$ cat src/tid_regs.svh
// Function
// - recognize all 55 instructions and sort them into their eight groups
// - stack store is a word transfer to memory through the stack pointer, predecrement
// - stack load is a word transfer from memory through the stack pointer, postincrement
// - stack store and load share the word transfer decode path
// - transfer moves byte or word: register, memory, or immediate data
// - word transfers accept direct, indirect, disp16, abs16, imm16 (loads only), predecrement, postincrement
// - short absolute mode is legal for byte transfers only
// - stack load moves a full 16-bit register value from the stack
// - stack store writes a full 16-bit register value onto the stack
// - predecrement lowers the address register by 1 or 2 first and keeps it
// - postincrement raises the address register by 1 or 2 after the access
// - short absolute address has its upper eight bits forced to ones
// - word transfer to an odd address clears address bit zero
`ifndef TID_REGS_SVH
`define TID_REGS_SVH
`define TID_NUM_INSTR 6'h37
`define TID_LAST_XFER 6'h00
`define TID_LAST_ARITH 6'h0E
`define TID_LAST_LOGIC 6'h12
`define TID_LAST_SHIFT 6'h1A
`define TID_LAST_BIT 6'h28
`define TID_LAST_BRANCH 6'h2D
`define TID_LAST_SYSCTL 6'h35
`define TID_SHORT_ABS_HI 8'hFF
`define TID_STACK_REG 3'h7
`define TID_STEP_BYTE 16'h0001
`define TID_STEP_WORD 16'h0002
`endif

$ cat src/tid_pkg.sv
package tid_pkg;
    typedef enum logic [2:0] {
        TID_GRP_TRANSFER, TID_GRP_ARITH, TID_GRP_LOGIC, TID_GRP_SHIFT,
        TID_GRP_BIT, TID_GRP_BRANCH, TID_GRP_SYSCTL, TID_GRP_BLOCK
    } tid_group_type;
    typedef enum logic [2:0] {
        TID_MODE_DIRECT, TID_MODE_INDIRECT, TID_MODE_DISP16, TID_MODE_ABS16,
        TID_MODE_ABS8, TID_MODE_IMM, TID_MODE_PREDEC, TID_MODE_POSTINC
    } tid_mode_type;
    typedef enum logic [0:0] {
        TID_ST_IDLE, TID_ST_MEM
    } tid_state_type;
endpackage

$ cat src/tid_transfer_decode.sv
`timescale 1ns/1ps
`include "tid_regs.svh"
module tid_transfer_decode (
    input wire logic clock,                          // 20 MHz cpu clock
    input wire logic rst,                            // synchronous reset, active high
    input wire logic instr_valid,                    // instruction offered this cycle
    input wire logic [5:0] instr_code,               // instruction number 0..54
    input wire logic xfer_store,                     // 1: register to memory
    input wire logic xfer_word,                      // 1: word size, 0: byte size
    input wire tid_pkg::tid_mode_type xfer_mode,     // addressing mode
    input wire logic [2:0] xfer_reg,                 // data register field
    input wire logic [2:0] addr_reg,                 // address or source register field
    input wire logic [15:0] ext_word,                // displacement, address or immediate
    input wire logic mem_ack,                        // data memory access complete
    input wire logic [15:0] mem_rdata,               // data memory read data
    input wire logic [2:0] peek_sel,                 // general register to observe
    output logic instr_ready,                        // idle, instruction may be offered
    output tid_pkg::tid_group_type group_out,        // group of last in-range code taken
    output logic illegal,                            // pulse: rejected instruction
    output logic done,                               // pulse: transfer finished
    output logic [15:0] mem_addr,                    // data memory address
    output logic [15:0] mem_wdata,                   // data memory write data
    output logic mem_rd,                             // read request, held until ack
    output logic mem_wr,                             // write request, held until ack
    output logic mem_word,                           // 1: word access
    output logic [15:0] peek_data                    // selected general register
);
    import tid_pkg::*;

    function automatic tid_group_type group_of(input logic [5:0] code);
        if (code <= `TID_LAST_XFER) return TID_GRP_TRANSFER;
        else if (code <= `TID_LAST_ARITH) return TID_GRP_ARITH;
        else if (code <= `TID_LAST_LOGIC) return TID_GRP_LOGIC;
        else if (code <= `TID_LAST_SHIFT) return TID_GRP_SHIFT;
        else if (code <= `TID_LAST_BIT) return TID_GRP_BIT;
        else if (code <= `TID_LAST_BRANCH) return TID_GRP_BRANCH;
        else if (code <= `TID_LAST_SYSCTL) return TID_GRP_SYSCTL;
        else return TID_GRP_BLOCK;
    endfunction

    function automatic logic [15:0] calc_ea(input tid_mode_type mode, input logic [15:0] base,
                                            input logic [15:0] ext, input logic [15:0] step,
                                            input logic word);
        logic [15:0] ea;
        ea = base;
        unique case (mode)
            TID_MODE_DISP16: ea = base + ext;
            TID_MODE_ABS16: ea = ext;
            TID_MODE_ABS8: ea = {`TID_SHORT_ABS_HI, ext[7:0]};
            TID_MODE_PREDEC: ea = base - step;
            default: ea = base;
        endcase
        if (word) ea[0] = 1'b0;
        return ea;
    endfunction

    tid_state_type state_ff, nxt_state;
    logic [15:0] reg_ff [8];
    logic op_store_ff, op_word_ff;
    logic [2:0] op_reg_ff, op_areg_ff;
    tid_mode_type op_mode_ff;
    logic [15:0] op_step_ff;

    wire code_ok = instr_code < `TID_NUM_INSTR;
    wire tid_group_type dec_group = group_of(instr_code);
    // one decode path for stack aliases
    wire is_xfer = code_ok && (dec_group == TID_GRP_TRANSFER);
    wire bad_abs8 = xfer_word && (xfer_mode == TID_MODE_ABS8);
    wire bad_imm = xfer_store && (xfer_mode == TID_MODE_IMM);
    wire take = instr_valid && (state_ff == TID_ST_IDLE);
    wire run = take && is_xfer && !bad_abs8 && !bad_imm;
    wire reject = take && !(run || (code_ok && !is_xfer));
    wire reg_only = (xfer_mode == TID_MODE_DIRECT) || (xfer_mode == TID_MODE_IMM);
    wire [15:0] step = xfer_word ? `TID_STEP_WORD : `TID_STEP_BYTE;
    wire [15:0] base = reg_ff[addr_reg];
    wire [15:0] src_val = reg_ff[xfer_reg];
    wire [15:0] ea = calc_ea(xfer_mode, base, ext_word, step, xfer_word);
    // full word onto the stack, low byte for byte stores
    wire [15:0] store_val = xfer_word ? src_val : {8'h00, src_val[7:0]};
    wire [15:0] imm_val = xfer_word ? ext_word : {8'h00, ext_word[7:0]};
    wire [15:0] direct_val = xfer_mode == TID_MODE_IMM ? imm_val : base;
    wire [15:0] cur_dst = reg_ff[op_reg_ff];
    // full word from the stack, byte loads keep the high half
    wire [15:0] load_val = op_word_ff ? mem_rdata : {cur_dst[15:8], mem_rdata[7:0]};
    wire mem_fin = (state_ff == TID_ST_MEM) && mem_ack;
    wire post_upd = mem_fin && (op_mode_ff == TID_MODE_POSTINC);
    wire load_upd = mem_fin && !op_store_ff;

    always_comb begin
        nxt_state = state_ff;
        unique case (state_ff)
            TID_ST_IDLE: if (run && !reg_only) nxt_state = TID_ST_MEM;
            TID_ST_MEM: if (mem_ack) nxt_state = TID_ST_IDLE;
        endcase
    end

    always_ff @(posedge clock) begin
        if (rst) begin
            state_ff <= TID_ST_IDLE;
            instr_ready <= 1'b0;
            illegal <= 1'b0;
            done <= 1'b0;
            group_out <= TID_GRP_TRANSFER;
        end else begin
            state_ff <= nxt_state;
            instr_ready <= nxt_state == TID_ST_IDLE;
            illegal <= reject;
            done <= (run && reg_only) || mem_fin;
            if (take && code_ok) group_out <= dec_group;
        end
    end

    always_ff @(posedge clock) begin
        if (rst) begin
            mem_rd <= 1'b0;
            mem_wr <= 1'b0;
            mem_word <= 1'b0;
            mem_addr <= 16'h0000;
            mem_wdata <= 16'h0000;
        end else if (run && !reg_only) begin
            mem_rd <= !xfer_store;
            mem_wr <= xfer_store;
            mem_word <= xfer_word;
            mem_addr <= ea;
            mem_wdata <= store_val;
        end else if (mem_fin) begin
            mem_rd <= 1'b0;
            mem_wr <= 1'b0;
        end
    end

    always_ff @(posedge clock) begin
        if (rst) begin
            op_store_ff <= 1'b0;
            op_word_ff <= 1'b0;
            op_reg_ff <= 3'h0;
            op_areg_ff <= 3'h0;
            op_mode_ff <= TID_MODE_DIRECT;
            op_step_ff <= 16'h0000;
        end else if (run) begin
            op_store_ff <= xfer_store;
            op_word_ff <= xfer_word;
            op_reg_ff <= xfer_reg;
            op_areg_ff <= addr_reg;
            op_mode_ff <= xfer_mode;
            op_step_ff <= step;
        end
    end

    // a load into its own address register wins over the step
    always_ff @(posedge clock) begin
        if (rst) begin
            for (int i = 0; i < 8; i++) reg_ff[i] <= 16'h0000;
            peek_data <= 16'h0000;
        end else begin
            if (run && reg_only) reg_ff[xfer_reg] <= direct_val;
            if (run && xfer_mode == TID_MODE_PREDEC) reg_ff[addr_reg] <= base - step;
            // step size follows the transfer size
            if (post_upd) reg_ff[op_areg_ff] <= reg_ff[op_areg_ff] + op_step_ff;
            // load result lands in the register
            if (load_upd) reg_ff[op_reg_ff] <= load_val;
            peek_data <= reg_ff[peek_sel];
        end
    end
endmodule

$ cat config.mk
export PLATFORM = sky130hd
export DESIGN_NAME = tid_transfer_decode
export DESIGN_NICKNAME = d
export VERILOG_FILES = /design/src/tid_pkg.sv /design/src/tid_transfer_decode.sv
export VERILOG_INCLUDE_DIRS = /design/src
export SDC_FILE = /design/constraint.sdc
export NUM_CORES = 1
export LEC_CHECK = 0
export BUFFER_PORTS_ARGS = -buffer_cell sky130_fd_sc_hd__buf_2
export CORE_UTILIZATION = 30
export CTS_BUF_LIST = sky130_fd_sc_hd__clkbuf_2
export DETAILED_ROUTE_END_ITERATION = 6
export GPL_TIMING_DRIVEN = 0
export HOLD_SLACK_MARGIN = 0.02
export SYNTH_ARGS = -nofsm -noshare
export SYNTH_HDL_FRONTEND = slang
export SYNTH_SLANG_ARGS = --single-unit
$ cat constraint.sdc
create_clock -name clock -period 6.5 [get_ports clock]
set_input_delay 0.65 -clock clock [delete_from_list [all_inputs] [get_ports clock]]
set_output_delay 0.65 -clock clock [all_outputs]
set_load 0.01 [all_outputs]
==> metrics.md, run 1 <==
| Metric | Value |
|---|---|
| Largest net degree at the start of global routing | 15 |
| Sequential-to-total area share from yosys stat | 0.3565 |
| FP Rows | 81 |
| Placed insts | roughly 2200 |
| Hold worst-path end | mem_addr[10] |
| Worst-path fanout max | 10 |
| Syn Area/Cell | between 10 and 15 um2 |
| Post-synthesis compound-gate area fraction | 0.1807 |
| Area of the multi-input gates | 0.008989 mm2 |
| Adder-Cell Fraction of Synth Area | 0.02068 |
| Vias | 13542 |
| Root Buffer | clkbuf_2 |
| Cells after Synth | approximately 1400 |
| Primary FF master, synth | edfxtp_1 |
| Fill cells | 4961 |
| I/O Buffers | 86 |
| Max Freq | 0.1770 GHz |
| Post-DP HPWL | 46550 um |
| Max-Cap Viols | 0 |
| Final Hold Fails | 0 |
| Leak | approximately 0.0058 uW |
| Critical path's largest stage delay | approximately 0.81 ns |
| Syn Std Cell Area | between 0.01 and 0.015 mm2 |
| Cts bufs inserted | 51 |
| Synth async-reset ratio | 0 |
| Final cell count without fillers | about 2300 |
| Clock Power Share | 0.286 |
| Die Area | ~0.05 mm2 |
| H-tree Lvls | 2 |
| Tightest Pin Transition | ~1.4 ns |
| Slowest cell on crit path | o22ai_1 |
| Tmin final | 5.649 ns |
| Worst Setup End Kind | flip-flop |
| Sequential cell area | between 0.005 and 0.006 mm2 |
| Largest family of logic cells by synthesized area | multiplexers |
| Slew Limit Headroom | 0.03164 |
| Final slew viol count | 0 |
| Share of the synthesized area in the top cell type | 0.2583 |
| Ranking of synthesized cells by area | edfxtp_1, mux4_2, dfxtp_1 |
| Total GRT Usage | 0.2289 |
| Grt ovf | 0 |
| CTS tree | done |
| Logic pwr share | 0.227 |
| Distinct cell type count after synthesis | between 80 and 90 |
| Pwr Total | 2959 uW |
| Sw Ratio | 0.3436 |
| Post-CTS setup buffers | 0 |
| First-pass GRT wire length | approximately 86000 um |
| Routability cong. | ~0.98 |
| TritonCTS Sinks | roughly 200 |
| DRC | 0 |
| Reg-to-reg endpoint | reg_ff[2][10] |
| Period Utilization, post-route | 0.8690 |
| Hold_buf cts | 0 |
| Vias per cell | between 5 and 6 |
| Mapped Nets | between 1500 and 2000 |
| Vias in the first global route | around 13000 |
| Clk_skew | about 0.14 ns |
| Core ar. | roughly 0.05 mm2 |
| Hold Path Origin | ext_word[10] |
| Die extent in x | around 220 um |
| Crit path DAT | 6.28 ns |
| Antenna-violating nets left | 0 |
| Worst min-delay path class | in -> reg |
| Simple-gate share of the synthesized area | 0.1444 |
| P_sw | about 1000 uW |
| Setup CP Type | in -> reg |
| Unrepaired setup endpoints after global routing | no |
| Multiplexer share of the synthesized area | 0.2408 |
| Yosys Warn Count | 0 |
| Critical path startpoint category | primary input |
| Starting Density | 0.3040 |
| Nets | ~1600 |
| Post-Synth XOR/XNOR Area | 0.01707 |
| Routed length per instance | around 26 um |
| Initial antenna violation count | 2 |
| Max IR drop VDD | 0.08949 mV |
| Hold depth | 3 |
| Status | complete, no violations |
| Area Overhead vs Synth | 11.43% |
| Worst-Skew Late Latency | between 0.9 and 1 ns |
| R2r worst-path depth | 11 |
| Worst EP required | approximately 7 ns |
| Clock transition at path regs | approximately 0.11 ns |
| Most common cell on crit path | buf_2 |
| Die Span Y | approximately 220 um |
| Share of cells above drive strength 1 | 0.2244 |
| Power Internal | slightly below 2000 uW |
| Setup-failing EPs final | 0 |
| Yosys reg bits | 201 |
| EDFF count, synth | 128 |
| Pwr/cell area | roughly 180 mW/mm2 |
| CTS resizes | 0 |
| DRT Pass-1 Iters | 5 |
| Cell Chain, Critical Path | buf_2, buf_2, buf_2, buf_1, mux4_2, mux2i_1, ha_1, inv_1, fa_1, clkbuf_1, or3_1, o31ai_1, a21oi_1, o22ai_1, o21ai_0 |
| Sequential fraction of design power | 0.487 |
| CTS Buffer Depth | 3 |
| Wirelength, routed | ~58000 um |
| Top Ports | around 110 |
| R2R setup slack | between 1.5 and 2 ns |
| 1st-iter DRT viols | 1373 |
| Leading area contributor after synthesis | edfxtp_1 |
## area by class of cell
type / instances / area share
Clock inverter: 14 / 0.003697
Clock buffer: 72 / 0.02173
Multi-Input combinational cell: 1094 / 0.5421
Sequential cell: 201 / 0.3199
Inverter: 18 / 0.004075
Timing Repair Buffer: 87 / 0.02641
Tap cell: 664 / 0.05010
Buffer: 118 / 0.03169
Antenna cell: 2 / 0.0003018
## state kept, by name (all words and copies together) (netlist names), named ones only
| name | flops |
|---|---|
| reg_ff | 128 |
| group_out | 3 |
| op_store_ff | 1 |
| illegal | 1 |
| mem_rd | 1 |
| op_word_ff | 1 |
| op_step_ff | 1 |
| done | 1 |
| instr_ready | 1 |
| mem_wdata | 16 |
| mem_addr | 16 |
| state_ff | 1 |
| mem_wr | 1 |
| op_mode_ff | 3 |
| op_areg_ff | 3 |
| mem_word | 1 |
| op_reg_ff | 3 |
| peek_data | 16 |
## cell usage after synthesis, types with 5 or more instances
cell and n:
o211ai_1 7, nor2b_1 8, mux2_2 16, a21oi_1 74, nor4_1 6, buf_2 15, buf_4 6, nand3_1 33
xor2_1 12, mux2i_1 59, nand2b_1 11, xnor2_1 17, a221oi_1 7, or4_1 5, nor2_1 135, o21ai_0 84
a21o_1 5, o21a_1 9, and3_1 7, edfxtp_1 128, or3_1 30, nor3_1 32, a22oi_1 5, o31ai_1 9
buf_1 41, o22ai_1 13, clkbuf_1 51, dfxtp_1 73, a31oi_1 9, a211oi_1 24, mux4_2 123, and2_1 11
ha_1 19, inv_1 17, o21ai_1 20, nand2_1 150, a22o_1 67
## logic make-up (layout without fill, tap and decap cells)
group	after synthesis	in the layout
and+or+nand+nor	456	456
buffers and inverters	136	309
xor gates and xnor gates	29	29
adders and majority gates	23	23
muxes	201	201
other	0	2
AOI/OAI and AO/OA	385	385
DFF	201	201
## how the worst max path moves through the flow
stage / slack (ns) / start / end / depth (start not counted)
final: 0.85 / addr_reg[0] / reg_ff[2][10] / 15
after global routing: 0.72 / addr_reg[0] / reg_ff[2][10] / 15
after floorplan: 1.83 / addr_reg[0] / reg_ff[0][9] / 13
after CTS: 0.52 / addr_reg[0] / reg_ff[6][9] / 14
after detailed placement: -0.48 / addr_reg[0] / reg_ff[4][9] / 14
after global placement: -0.39 / addr_reg[0] / reg_ff[4][9] / 14
## worst max-delay path: cells and delay by family
family,cells,cell delay (ns)
AO/OA/AOI/OAI,4,1.35
adder cells (fa/ha/maj),2,0.72
buffers and inverters,6,1.95
multiplexers,2,1.07
AND/OR/NAND/NOR,1,0.50
## routing by layer
metal,share of wire,wire length (um),global-route usage,up-vias
met5,0,0,0,-
met2,0.47,27280,0.3783,813
li1,-,-,-,5910
met1,0.40,23240,0.2906,6672
met4,0.048,2818,0.1108,0
met3,0.083,4854,0.03788,147
## cells in the final DEF (no fill, tap or decap), types with 6 or more instances in the layout
| cell type | netlist | layout |
|---|---|---|
| nor2b_1 | 8 | 8 |
| a211oi_1 | 24 | 24 |
| nor3_1 | 32 | 31 |
| o211ai_1 | 7 | 7 |
| a31oi_1 | 9 | 9 |
| edfxtp_1 | 128 | 128 |
| a21oi_1 | 74 | 74 |
| clkbuf_2 | 0 | 72 |
| nor4_1 | 6 | 6 |
| nand2_1 | 150 | 150 |
| xnor2_1 | 17 | 17 |
| and2_1 | 11 | 11 |
| mux4_2 | 123 | 123 |
| a22o_1 | 67 | 67 |
| mux2_2 | 16 | 16 |
| buf_1 | 41 | 41 |
| nor2_1 | 135 | 135 |
| mux2i_1 | 59 | 59 |
| o22ai_1 | 13 | 13 |
| dfxtp_1 | 73 | 73 |
| and3_1 | 7 | 7 |
| o31ai_1 | 9 | 9 |
| clkbuf_1 | 51 | 51 |
| clkinv_1 | 0 | 12 |
| o21ai_0 | 84 | 84 |
| nand3_1 | 33 | 33 |
| xor2_1 | 12 | 12 |
| nand2b_1 | 11 | 11 |
| buf_2 | 15 | 101 |
| o21ai_1 | 20 | 20 |
| or3_1 | 30 | 30 |
| inv_1 | 17 | 17 |
| ha_1 | 19 | 19 |
| a221oi_1 | 7 | 7 |
| buf_4 | 6 | 6 |
| o21a_1 | 9 | 9 |
## power groups by stage
stage	logic (uW)	registers (uW)	clock network [uW]
6_report	673	1440	847
5_1_grt	717	1440	920
3_5_place_dp	658	1470	0
3_3_place_gp	651	1460	0
4_1_cts	661	1440	860
2_1_floorplan	450	1440	0
## through the flow
stage                     worst slack (ns)  setup TNS, ns  hold slack [ns]  area (um2)  utilization
after global placement             -0.3902         -2.945           0.4421       16140       0.3298
after floorplan                      1.830              0           0.4365       14880            -
after CTS                           0.5173              0          0.04458       16570       0.3385
final                               0.8514              0          0.09032       16580       0.3388
after detailed placement           -0.4770         -3.639           0.4448       16150       0.3299
after global routing                0.7157              0          0.07644       16580       0.3388
Power figures use the tool's default switching activity.
==> run 2: changes to the inputs <==
CELL_PAD_IN_SITES_DETAIL_PLACEMENT = 0   (was not set)
CELL_PAD_IN_SITES_GLOBAL_PLACEMENT = 1   (was not set)
PLACE_DENSITY_LB_ADDON = 0.1   (was not set)
SLEW_MARGIN = 15   (was not set)
TNS_END_PERCENT = 5   (was not set)
==> metrics.md, run 2 (synthesis gave the netlist of run 1 again) <==
| Metric | Value |
|---|---|
| Reg-to-reg endpoint | reg_ff[4][9] |
| FP Rows | 81 (unchanged) |
| R2R setup slack | 1.50 ns (-0.18 ns) |
| Post-CTS setup buffers | 0 (unchanged) |
| Grt ovf | 0 (unchanged) |
| TritonCTS Sinks | 201 (unchanged) |
| First-pass GRT wire length | 92270 um (+7.2%) |
| P_sw | 1095 uW (+7.7%) |
| Area Overhead vs Synth | 12.82% |
| Clock transition at path regs | 0.09 ns (-0.02 ns) |
| Final slew viol count | 0 (unchanged) |
| Clock Power Share | 0.316 (+0.030) |
| Util after Layout | 0.3430 (+0.004243) |
| Worst Setup End Kind | flip-flop |
| Fill cells | 5055 (+1.9%) |
| Max reg flops | 128 (unchanged) |
| Pwr Total | 3130 uW (+5.8%) |
| Commonest non-fill, non-tap cell in the layout | nand2_1 |
| Max Freq | 0.1752 GHz (-1.0%) |
| Vias per cell | 5.831 (-2.3%) |
| H-tree Lvls | 2 (unchanged) |
| Vias in the first global route | 13169 (-0.76%) |
| Crit path DAT | 6.46 ns (+0.18 ns) |
| Tmin final | 5.708 ns (+0.05927 ns) |
| Sw Ratio | 0.3499 (+0.006348) |
| Worst-path fanout max | 10 (unchanged) |
| Cts bufs inserted | 55 (+7.8%) |
| CTS tree | done |
| Final Hold Fails | 0 (unchanged) |
| Hold depth | 5 (+2) |
| Setup-failing EPs final | 0 (unchanged) |
| Die Span Y | 224.7 um (unchanged) |
| Wirelength, routed | 64260 um (+10%) |
| Root Buffer | clkbuf_2 |
| Routed length per instance | 28.00 um (+9.2%) |
| CTS Buffer Depth | 3 (unchanged) |
| Post-DP HPWL | 51390 um (+10%) |
| Status | complete, no violations |
| DRC | 0 (unchanged) |
| Die extent in x | 224.7 um (unchanged) |
| Dpl ws | -0.5992 ns (-0.1222 ns) |
| Share of cells above drive strength 1 | 0.2336 (+0.009120) |
| Largest net degree at the start of global routing | 18 (+3) |
| Max IR drop VDD | 0.07353 mV (-18%) |
| Nets | 1662 (+0.79%) |
| Sequential cell area | 0.005305 mm2 (unchanged) |
| Worst-Skew Late Latency | 1.14 ns (+0.17 ns) |
| TNS Setup | 0 ns (unchanged) |
| Logic pwr share | 0.223 (-0.004) |
| Setup slack after layout | 0.7921 ns (-0.05927 ns) |
| Total GRT Usage | 0.2525 (+0.02360) |
| Clk_skew | 0.1627 ns (+0.02149 ns) |
| Reg with most FFs | reg_ff |
| Commonest non-fill, non-tap cells in the layout | nand2_1, nor2_1, edfxtp_1 |
| Area of the multi-input gates | 0.009006 mm2 (+0.19%) |
| Worst min-delay path class | in -> reg |
| Hold_buf cts | 7 (+7) |
| Period Utilization, post-route | 0.8781 (+0.009118) |
| Sequential fraction of design power | 0.461 (-0.026) |
| Die Area | 0.05050 mm2 (unchanged) |
| Hold worst-path end | mem_addr[13] |
| Routability cong. | 0.9244 (-5.8%) |
| Unrepaired setup endpoints after global routing | no |
| Tightest Pin Transition | 1.303 ns (-0.1363 ns) |
| Top Ports | 113 (unchanged) |
| Critical path startpoint category | primary input |
| Power Internal | 2035 uW (+4.8%) |
| Antenna-violating nets left | 0 (unchanged) |
| Core ar. | 0.04895 mm2 (unchanged) |
| Hold Path Origin | ext_word[13] |
| Max-Cap Viols | 0 (unchanged) |
| Slew Limit Headroom | 0.1246 (+0.09300) |
| Setup CP Type | in -> reg |
| Worst EP required | 7.26 ns (+0.13 ns) |
| Vias | 13382 (-1.2%) |
| CTS resizes | 0 (unchanged) |
| Reg2reg start | reg_ff[7][1] |
| Starting Density | 0.3040 (unchanged) |
| DRT Pass-1 Iters | 7 (+2) |
| 1st-iter DRT viols | 1148 (-16%) |
| R2r worst-path depth | 10 (-1) |
| I/O Buffers | 86 (unchanged) |
| Pwr/cell area | 186.4 mW/mm2 (+4.5%) |
| Leak | 0.005943 uW (+2.1%) |
| Initial antenna violation count | 3 (+1) |
## run 2: layout make-up
cell class              count  share of cell area
clock inverters            19            0.006930
flip-flops and latches    201              0.3160
inverters                  18            0.004024
plain buffers             118             0.03130
diodes                      4           0.0005962
multi-input cells        1094              0.5364
well taps                 664             0.04948
clock buffers              81             0.02414
repair buffers             96             0.03115
## run 2: worst max path at each step
stage	startpoint	endpoint	slack (ns)	depth (start not counted)
6_report	addr_reg[0]	reg_ff[4][9]	0.79	14
2_1_floorplan	addr_reg[0]	reg_ff[0][9]	1.83	13
5_1_grt	addr_reg[0]	reg_ff[4][9]	0.69	14
3_5_place_dp	addr_reg[0]	reg_ff[2][9]	-0.60	14
3_3_place_gp	addr_reg[0]	reg_ff[0][9]	-0.52	14
4_1_cts	addr_reg[0]	reg_ff[4][9]	0.52	14
## run 2: stage by stage
step | hold slack (ns) | std cells | instance area [um2]
2_1_floorplan | 0.4365 | 1431 | 14880
3_3_place_gp | 0.4403 | 2181 | 16140
3_5_place_dp | 0.4428 | 2182 | 16160
4_1_cts | 0.02133 | 2289 | 16750
5_1_grt | 0.05924 | 2294 | 16790
6_report | 0.09316 | 2295 | 16790
## run 2: worst max-delay path, stage by stage
cell and delay, ns:
buf_2 0.08, buf_2 0.26, buf_2 0.42, buf_1 0.68, mux4_2 0.60, mux2i_1 0.42, inv_1 0.23, ha_1 0.32
a211o_1 0.34, nor3_1 1.00, nand3_1 0.20, xnor2_1 0.26, a221oi_2 0.77, o21ai_0 0.21
## run 2: power groups by stage
stage	Combinational (uW)	Clock, uW	Sequential (uW)
floorplan	450	0	1440
global placement	682	0	1470
detailed placement	681	0	1470
CTS	688	1020	1440
global route	743	1080	1450
finish	697	990	1440
## run 2: per-layer routing
metal / routed length, um / share of wire / vias to the layer above / GRT usage
li1: - / - / 5940 / -
met1: 27220 / 0.42 / 6665 / 0.3295
met2: 30650 / 0.48 / 648 / 0.4231
met3: 4159 / 0.065 / 129 / 0.03671
met4: 2235 / 0.035 / 0 / 0.09348
met5: 0 / 0 / - / 0
